[src/hw/mdsf_pkg.sv]
// package of constants for the driver status word block
// Notes on behaviour
// RULE1: standstill bit 31 after 2^20 idle clocks
// RULE2: current scale shown in bits 20..16
// RULE3: bit 9 follows upper comparator, stage off
// RULE4: bit 8 follows pre-warning comparator only
// RULE5: open load B bit 7, A bit 6
// RULE6: low-side short sets bit 5/4, stage off
// RULE7: ground short sets bit 3/2, stage off
// RULE8: short flags latched until driver disabled
// RULE9: separate low-side short flags per chopper mode
// RULE10: overtemp sets bit 1, waits pre-warn clear
// RULE11: bit 0 follows pre-warning threshold
// RULE12: one overtemp pair covers both bridges
// RULE13: status read-only, reserved bits read zero
package mdsf_pkg;
  // ==========================================================
  // register map
  localparam logic [6:0]  MDSF_STATUS_ADDR   = 7'h6f;
  localparam logic [31:0] MDSF_STATUS_RESET  = 32'h0000_0000;
  // ==========================================================
  // field positions
  localparam int MDSF_BIT_STANDSTILL = 31;
  localparam int MDSF_CS_HI          = 20;
  localparam int MDSF_CS_LO          = 16;
  localparam int MDSF_BIT_SHUTDOWN   = 9;
  localparam int MDSF_BIT_PREWARN    = 8;
  localparam int MDSF_BIT_OPEN_B     = 7;
  localparam int MDSF_BIT_OPEN_A     = 6;
  localparam int MDSF_BIT_LS_B       = 5;
  localparam int MDSF_BIT_LS_A       = 4;
  localparam int MDSF_BIT_GND_B      = 3;
  localparam int MDSF_BIT_GND_A      = 2;
  localparam int MDSF_BIT_OVERTEMP      = 1;
  localparam int MDSF_BIT_OVERTEMP_WARN = 0;
  // ==========================================================
  // timing
  localparam int          MDSF_STANDSTILL_CLOCKS = 1048576; // 2^20 clocks
  localparam int          MDSF_CNT_W             = 21;
  localparam logic [20:0] MDSF_STANDSTILL_CNT    = 21'h10_0000;
  localparam logic [20:0] MDSF_CNT_ZERO          = 21'h00_0000;
  localparam logic [20:0] MDSF_CNT_ONE           = 21'h00_0001;
endpackage

[src/hw/mdsf_sync2.sv]
// two-flop synchroniser for a bus of asynchronous pins
`timescale 1ns/1ps
`default_nettype none
module mdsf_sync2 #(
  parameter int W = 1
) (
  input  wire logic         mclk_in,
  input  wire logic         rst_n_in,
  input  wire logic [W-1:0] async_in,
  output logic      [W-1:0] sync_out
);
  logic [W-1:0] meta_q;
  logic [W-1:0] meta_d;
  logic [W-1:0] sync_q;
  logic [W-1:0] sync_d;

  // ==========================================================
  // only the second stage reads the first
  always_comb begin
    meta_d = async_in;
    sync_d = meta_q;
  end

  always_ff @(posedge mclk_in) begin
    if (!rst_n_in) begin
      meta_q <= '0;
      sync_q <= '0;
    end else begin
      meta_q <= meta_d;
      sync_q <= sync_d;
    end
  end

  assign sync_out = sync_q;
endmodule
`default_nettype wire

[src/hw/mdsf_status.sv]
// driver status word: standstill, fault latches, temperature flags, read port
`timescale 1ns/1ps
`default_nettype none
module mdsf_status (
  input  wire logic       mclk_in,
  input  wire logic       rst_n_in,
  // step pulse input pin
  input  wire logic       step_in,
  // analog detectors and the enable pin, asynchronous to mclk
  input  wire logic       temp_upper_in,
  input  wire logic       temp_prewarn_in,
  input  wire logic       open_load_b_in,
  input  wire logic       open_load_a_in,
  input  wire logic       lowside_short_b_in,
  input  wire logic       lowside_short_a_in,
  input  wire logic       gnd_short_b_in,
  input  wire logic       gnd_short_a_in,
  input  wire logic       enable_low_pin_in,
  // same-clock state from the regulator and config
  input  wire logic [4:0] current_scale_in,
  input  wire logic       chopper_mode_in,
  input  wire logic       drv_enable_bit_in,
  // register access port from the uart engine
  input  wire logic       reg_rd_in,
  input  wire logic       reg_wr_in,
  input  wire logic [6:0] reg_addr_in,
  input  wire logic [31:0] reg_wdata_in,
  output logic [31:0]     reg_rdata_out,
  output logic            reg_rvalid_out,
  output logic            stage_enable_out,
  output logic            standstill_out
);
  import mdsf_pkg::*;

  // ==========================================================
  // pin synchronisation
  localparam int NPIN = 10;
  logic [NPIN-1:0] pin_raw;
  logic [NPIN-1:0] pin_s;
  assign pin_raw = {step_in, temp_upper_in, temp_prewarn_in, open_load_b_in,
                    open_load_a_in, lowside_short_b_in, lowside_short_a_in,
                    gnd_short_b_in, gnd_short_a_in, enable_low_pin_in};

  mdsf_sync2 #(.W(NPIN)) u_sync (
    .mclk_in  (mclk_in),
    .rst_n_in (rst_n_in),
    .async_in (pin_raw),
    .sync_out (pin_s)
  );

  logic step_s;
  logic t_up_s;
  logic t_pw_s;
  logic ol_b_s;
  logic ol_a_s;
  logic ls_b_s;
  logic ls_a_s;
  logic gs_b_s;
  logic gs_a_s;
  logic pin_off_s;
  assign {step_s, t_up_s, t_pw_s, ol_b_s, ol_a_s,
          ls_b_s, ls_a_s, gs_b_s, gs_a_s, pin_off_s} = pin_s;

  // ==========================================================
  // standstill detection
  logic                  step_prev_q;
  logic                  step_prev_d;
  logic [MDSF_CNT_W-1:0] idle_cnt_q;
  logic [MDSF_CNT_W-1:0] idle_cnt_d;
  logic                  stst_q;
  logic                  stst_d;
  logic                  step_edge;

  assign step_edge = step_s & ~step_prev_q;

  // counter saturates at the limit so it never wraps into a false step
  always_comb begin
    step_prev_d = step_s;
    idle_cnt_d  = idle_cnt_q;
    stst_d      = stst_q;
    if (step_edge) begin
      idle_cnt_d = MDSF_CNT_ZERO;
      stst_d     = 1'b0;                  // RULE1
    end else if (idle_cnt_q != MDSF_STANDSTILL_CNT) begin
      idle_cnt_d = idle_cnt_q + MDSF_CNT_ONE;
    end else begin
      stst_d     = 1'b1;                  // RULE1
    end
  end

  always_ff @(posedge mclk_in) begin
    if (!rst_n_in) begin
      step_prev_q <= 1'b0;
      idle_cnt_q  <= MDSF_CNT_ZERO;
      stst_q      <= 1'b0;
    end else begin
      step_prev_q <= step_prev_d;
      idle_cnt_q  <= idle_cnt_d;
      stst_q      <= stst_d;
    end
  end

  // ==========================================================
  // short fault latches, one low-side pair per chopper mode
  logic       drv_disabled;
  logic [1:0] ls_b_q;
  logic [1:0] ls_b_d;
  logic [1:0] ls_a_q;
  logic [1:0] ls_a_d;
  logic       gs_b_q;
  logic       gs_b_d;
  logic       gs_a_q;
  logic       gs_a_d;
  logic       mode;

  assign drv_disabled = ~drv_enable_bit_in | pin_off_s;
  assign mode         = chopper_mode_in;

  // a short seen while disabling still latches: set beats clear
  always_comb begin
    ls_b_d = drv_disabled ? 2'h0 : ls_b_q;  // RULE8
    ls_a_d = drv_disabled ? 2'h0 : ls_a_q;  // RULE8
    gs_b_d = drv_disabled ? 1'b0 : gs_b_q;  // RULE8
    gs_a_d = drv_disabled ? 1'b0 : gs_a_q;  // RULE8
    if (ls_b_s) begin
      ls_b_d[mode] = 1'b1;                  // RULE6 RULE9
    end
    if (ls_a_s) begin
      ls_a_d[mode] = 1'b1;                  // RULE6 RULE9
    end
    if (gs_b_s) begin
      gs_b_d = 1'b1;                        // RULE7
    end
    if (gs_a_s) begin
      gs_a_d = 1'b1;                        // RULE7
    end
  end

  always_ff @(posedge mclk_in) begin
    if (!rst_n_in) begin
      ls_b_q <= 2'h0;
      ls_a_q <= 2'h0;
      gs_b_q <= 1'b0;
      gs_a_q <= 1'b0;
    end else begin
      ls_b_q <= ls_b_d;
      ls_a_q <= ls_a_d;
      gs_b_q <= gs_b_d;
      gs_a_q <= gs_a_d;
    end
  end

  // ==========================================================
  // overtemperature: one flag pair for both bridges
  logic overtemp_q;
  logic overtemp_d;

  // stays set until pre-warning comparator has dropped too
  always_comb begin
    overtemp_d = overtemp_q;
    if (t_up_s) begin
      overtemp_d = 1'b1;                    // RULE10 RULE12
    end else if (!t_pw_s) begin
      overtemp_d = 1'b0;                    // RULE10
    end
  end

  always_ff @(posedge mclk_in) begin
    if (!rst_n_in) begin
      overtemp_q <= 1'b0;
    end else begin
      overtemp_q <= overtemp_d;
    end
  end

  // ==========================================================
  // power stage enable
  logic stage_q;
  logic stage_d;
  logic fault_any;

  assign fault_any = (|ls_b_d[mode]) | ls_a_d[mode] | gs_b_d | gs_a_d;

  // pre-warning alone never switches the bridge off
  always_comb begin
    stage_d = ~drv_disabled & ~fault_any   // RULE6 RULE7
            & ~t_up_s & ~overtemp_d;       // RULE3 RULE10 RULE4
  end

  always_ff @(posedge mclk_in) begin
    if (!rst_n_in) begin
      stage_q <= 1'b0;
    end else begin
      stage_q <= stage_d;
    end
  end

  // ==========================================================
  // status word assembly
  logic [31:0] status_word;

  always_comb begin
    status_word = MDSF_STATUS_RESET;                        // RULE13
    status_word[MDSF_BIT_STANDSTILL]     = stst_q;          // RULE1
    status_word[MDSF_CS_HI:MDSF_CS_LO]   = current_scale_in; // RULE2
    status_word[MDSF_BIT_SHUTDOWN]       = t_up_s;          // RULE3
    status_word[MDSF_BIT_PREWARN]        = t_pw_s;          // RULE4
    status_word[MDSF_BIT_OPEN_B]         = ol_b_s;          // RULE5
    status_word[MDSF_BIT_OPEN_A]         = ol_a_s;          // RULE5
    status_word[MDSF_BIT_LS_B]           = ls_b_q[mode];    // RULE6 RULE9
    status_word[MDSF_BIT_LS_A]           = ls_a_q[mode];    // RULE6 RULE9
    status_word[MDSF_BIT_GND_B]          = gs_b_q;          // RULE7
    status_word[MDSF_BIT_GND_A]          = gs_a_q;          // RULE7
    status_word[MDSF_BIT_OVERTEMP]       = overtemp_q;      // RULE10 RULE12
    status_word[MDSF_BIT_OVERTEMP_WARN]  = t_pw_s;          // RULE11 RULE12
  end

  // ==========================================================
  // read port; writes are dropped, other addresses read zero
  logic [31:0] rdata_q;
  logic [31:0] rdata_d;
  logic        rvalid_q;
  logic        rvalid_d;

  always_comb begin
    rdata_d  = rdata_q;
    rvalid_d = 1'b0;
    if (reg_rd_in && reg_addr_in == MDSF_STATUS_ADDR) begin
      rdata_d  = status_word;
      rvalid_d = 1'b1;
    end else if (reg_rd_in) begin
      rdata_d  = MDSF_STATUS_RESET;
      rvalid_d = 1'b1;
    end
    // reg_wr_in and reg_wdata_in have no effect here   // RULE13
  end

  always_ff @(posedge mclk_in) begin
    if (!rst_n_in) begin
      rdata_q  <= MDSF_STATUS_RESET;
      rvalid_q <= 1'b0;
    end else begin
      rdata_q  <= rdata_d;
      rvalid_q <= rvalid_d;
    end
  end

  logic unused_wr;
  assign unused_wr = reg_wr_in ^ (^reg_wdata_in);

  assign reg_rdata_out    = rdata_q;
  assign reg_rvalid_out   = rvalid_q;
  assign stage_enable_out = stage_q;
  assign standstill_out   = stst_q;
endmodule
`default_nettype wire

[config.mk]
export PLATFORM = sky130hd
export DESIGN_NAME = mdsf_status
export DESIGN_NICKNAME = d
export VERILOG_FILES = /design/src/hw/mdsf_pkg.sv /design/src/hw/mdsf_sync2.sv /design/src/hw/mdsf_status.sv
export SDC_FILE = /design/constraint.sdc
export NUM_CORES = 1
export LEC_CHECK = 0
export ABC_CLOCK_PERIOD_IN_PS = 1770
export BUFFER_PORTS_ARGS = -buffer_cell sky130_fd_sc_hd__buf_2
export CAP_MARGIN = 0
export CORE_UTILIZATION = 49
export DETAILED_ROUTE_END_ITERATION = 7
export HOLD_SLACK_MARGIN = 0.1
export MAX_ROUTING_LAYER = met4
export PLACE_DENSITY_LB_ADDON = 0.12
export SLEW_MARGIN = 20
export SYNTH_ARGS = -nofsm -noshare
export SYNTH_HDL_FRONTEND = slang
export SYNTH_SLANG_ARGS = --single-unit
[constraint.sdc]
create_clock -name mclk_in -period 1.77 [get_ports mclk_in]
set_input_delay 0.0885 -clock mclk_in [delete_from_list [all_inputs] [get_ports mclk_in]]
set_output_delay 0.0885 -clock mclk_in [all_outputs]
set_load 0.02 [all_outputs]
==> impl_metrics.py <==
metrics = {
    "run_status": {
        "outcome": "finished clean",
    },
    "floorplanning": {
        "dieWidth_um": 76.2,
        "die_area_mm2": 0.00580,
        "start_util_pct": 51.8,
        "rows": 26,
        "coreArea_mm2": 0.00520,
        "ioPinCount": 95,
        "die_h_um": 76.2,
    },
    "final_layout": {
        "drive_above_1_share_pct": 21.1,
        "layout_commonest_cell": "dfxtp_1",
        "finalNetCount": 417,
        "antenna_cells": 0,
        "design_area_mm2": 0.00336,
        "most-common-layout-cells": "67 x dfxtp_1, 45 x buf_2, 38 x nor2b_1",
        "layout-area-overhead-vs-synth_pct": 24.6,
    },
    "placement": {
        "place_congestion": 0.727,
        "numPortBuffers": 45,
        "placedInstanceArea_mm2": 0.00297,
        "dp_hpwl_um": 3180,
    },
    "synth": {
        "ys_ff_latch": 67,
        "synth-simple-area-share_pct": 28.1,
        "synth_fa_ha_area_share_pct": 0.929,
        "synth.mux.area_fraction_pct": 0.743,
        "yosysWarnings": 0,
        "synth.area.top_cells": "dfxtp_1 50%, nor2b_1 8.8%, and2_1 5.3%, a21oi_1 5.2%, buf_4 5.0%",
        "synth-compound-area-share_pct": 9.98,
        "syn_area_per_cell_um2": 9.36,
        "synth_top_area_share_pct": 49.8,
        "yosys.area.top_type": "dfxtp_1",
        "yosys_most_used_dff": "dfxtp_1",
        "synthXorXnorAreaFrac_pct": 2.92,
        "synth_edf_count": 0,
        "syn_inst": 288,
        "ys_seq_area_share_pct": 49.8,
        "synth_top_family_by_area": "simple AND/OR/NAND/NOR gates",
        "synth_area_mm2": 0.00270,
        "synthArstFlopShare_pct": 0,
        "yosysUniqueCellTypes": 34,
    },
    "critical_path": {
        "worstSetupPathType": "flip-flop to flip-flop",
        "path_cells": "and4_4 -> nand4_4 -> or4_1 -> a21oi_1",
        "ff2ff_setup_slack_ns": 0.19,
        "ff2ff_path_depth": 4,
        "cp-start-kind": "flip-flop",
        "cp_slowest_cell": "or4_1",
        "crit_end": "idle_cnt_q[19]",
        "worstPathMaxFanout": 10,
        "reg2reg_to": "idle_cnt_q[19]",
        "cp_data_arrival_time_ns": 1.85,
        "r2r-start": "idle_cnt_q[7]",
        "crit_path_start": "idle_cnt_q[7]",
        "required_ns": 2.04,
        "critPathMaxStageDelay_ns": 0.53,
        "cp-end-kind": "flip-flop",
    },
    "run": {
        "maxCapViolCount": 0,
    },
    "sta": {
        "min_period_over_period_pct": 89.4,
        "hold_viol": 0,
        "rsz0062_at_grt": "no",
        "slew_viol_final": 0,
        "finClkSkew_ns": 0.00567,
        "fin_crit_ns": 1.58,
        "finalSetupTns_ns": 0,
        "fmax_mhz": 632,
        "finalSetupViolCount": 0,
        "hold_ws_ns": 0.138,
    },
    "clock_tree": {
        "cts_buffers": 9,
        "clock_latency_ns": 0.33,
        "cts_setup_buffers": 0,
        "tritoncts": "built",
        "clockBufferDepth": 2,
        "cts.htree.levels": 3,
        "path_clk_slew_ns": 0.07,
        "cts_sinks": 67,
        "root_buffer": "clkbuf_8",
    },
    "grt": {
        "grt_pass1_vias": 1991,
        "antenna_found_initial": 0,
        "grt_max_degree": 31,
        "overflow": 0,
        "grt_pass1_wl_um": 8470,
        "grtUsageTotal_pct": 19.1,
    },
    "routing": {
        "drtAntennaViolNets": 0,
        "first_pass_iters": 4,
        "drt-wirelength-per-cell_um": 11.3,
        "drt-initial-drc-count": 63,
        "drt_wl_total_um": 4880,
        "drc": 0,
        "vias": 2099,
        "viasPerCell": 4.88,
    },
    "pwr": {
        "pwr-share-clk_pct": 46.1,
        "switching_share_pct": 21.3,
        "vdd_drop_max_v": 0.000604,
        "p_int_mw": 2.57,
        "power_frac_seq_pct": 47.7,
        "switchingPower_mw": 0.696,
        "power_frac_comb_pct": 6.2,
        "power_leakage_nw": 1.39,
        "powerDensity_mw_per_mm2": 972,
    },
    "min_path": {
        "hold_class": "input pin to flip-flop",
    },
}
[through the flow]
| step | power (mW) | utilization (%) | cells | setup slack [ns] |
|---|---|---|---|---|
| floorplan | 1.73 | - | 303 | 0.292 |
| CTS | 3.31 | 64.5 | 430 | 0.152 |
| finish | 3.26 | 64.5 | 430 | 0.187 |
| detailed placement | 1.77 | 57.0 | 399 | 0.179 |
| global placement | 1.77 | 57.0 | 399 | 0.198 |
| global route | 3.40 | 64.5 | 430 | 0.0426 |
[cells by family (layout without fill, tap and decap cells)]
logic type | Yosys count | count (layout)
muxes | 2 | 2
xor gates and xnor gates | 9 | 9
DFF | 67 | 67
adders and majority gates | 2 | 2
other | 1 | 16
AOI/OAI and AO/OA | 48 | 48
buffers and inverters | 35 | 92
and+or+nand+nor | 124 | 124
[area by class of cell]
type / instances / area, um2
fill: 426 / 1850
sequential: 67 / 1340
multi-input combinational: 201 / 1210
timing repair buffer: 71 / 458
clock buffer: 9 / 124
clock inverter: 7 / 116
tap: 70 / 87.6
inverter: 5 / 18.8
[worst min-delay path by stage]
stage	startpoint	endpoint	slack (ns)	cells after the start
final	rst_n_in	reg_rdata_out[8]	0.14	2
after global routing	rst_n_in	reg_rdata_out[31]	0.13	2
after CTS	rst_n_in	reg_rdata_out[8]	0.12	2
after detailed placement	lowside_short_b_in	u_sync.meta_q[4]	0.30	2
after global placement	lowside_short_a_in	u_sync.meta_q[3]	0.29	2
after floorplan	enable_low_pin_in	u_sync.meta_q[0]	0.22	1
[layer usage]
| metal | track usage (%) | routed length, um |
|---|---|---|
| met5 | - | 0 |
| met4 | 6.92 | 67 |
| met3 | 7.43 | 192 |
| met2 | 33.1 | 2400 |
| met1 | 19.6 | 2210 |
[Yosys cell counts (5+ instances only)]
cell type,n
xor2_1,8
nor2b_1,38
buf_4,18
inv_1,5
o21ai_0,8
and2_1,23
clkbuf_1,12
nand2_1,5
dfxtp_1,67
nand3_1,8
a21oi_1,28
nor2_1,13
or3_1,6
nand4_1,9
[registers in the layout (all words and copies together) (netlist names), 2 cells and up]
name             cells
idle_cnt_q          21
ls_a_q               2
ls_b_q               2
reg_rdata_out       15
u_sync.meta_q       10
u_sync.sync_out     10
[power by group through the flow]
stage | combinational [mW] | sequential [mW] | clock (mW)
after floorplan | 0.141 | 1.59 | 0
after global placement | 0.175 | 1.59 | 0
after detailed placement | 0.177 | 1.59 | 0
after CTS | 0.202 | 1.56 | 1.55
after global routing | 0.223 | 1.56 | 1.61
final | 0.203 | 1.56 | 1.51
[worst max-delay path, delay by kind of cell, from the launching register on]
family | cells | cell delay (ns)
AO/OA/AOI/OAI | 1 | 0.14
flip-flops | 1 | 0.41
AND/OR/NAND/NOR | 3 | 0.97
[repair_timing]
item,in CTS,in global routing
endpoints found under the hold margin,15,0
endpoints found under the setup margin,0,1
resized for setup,0,1
hold buffers,15,0
(Power assumes the default switching activity.)
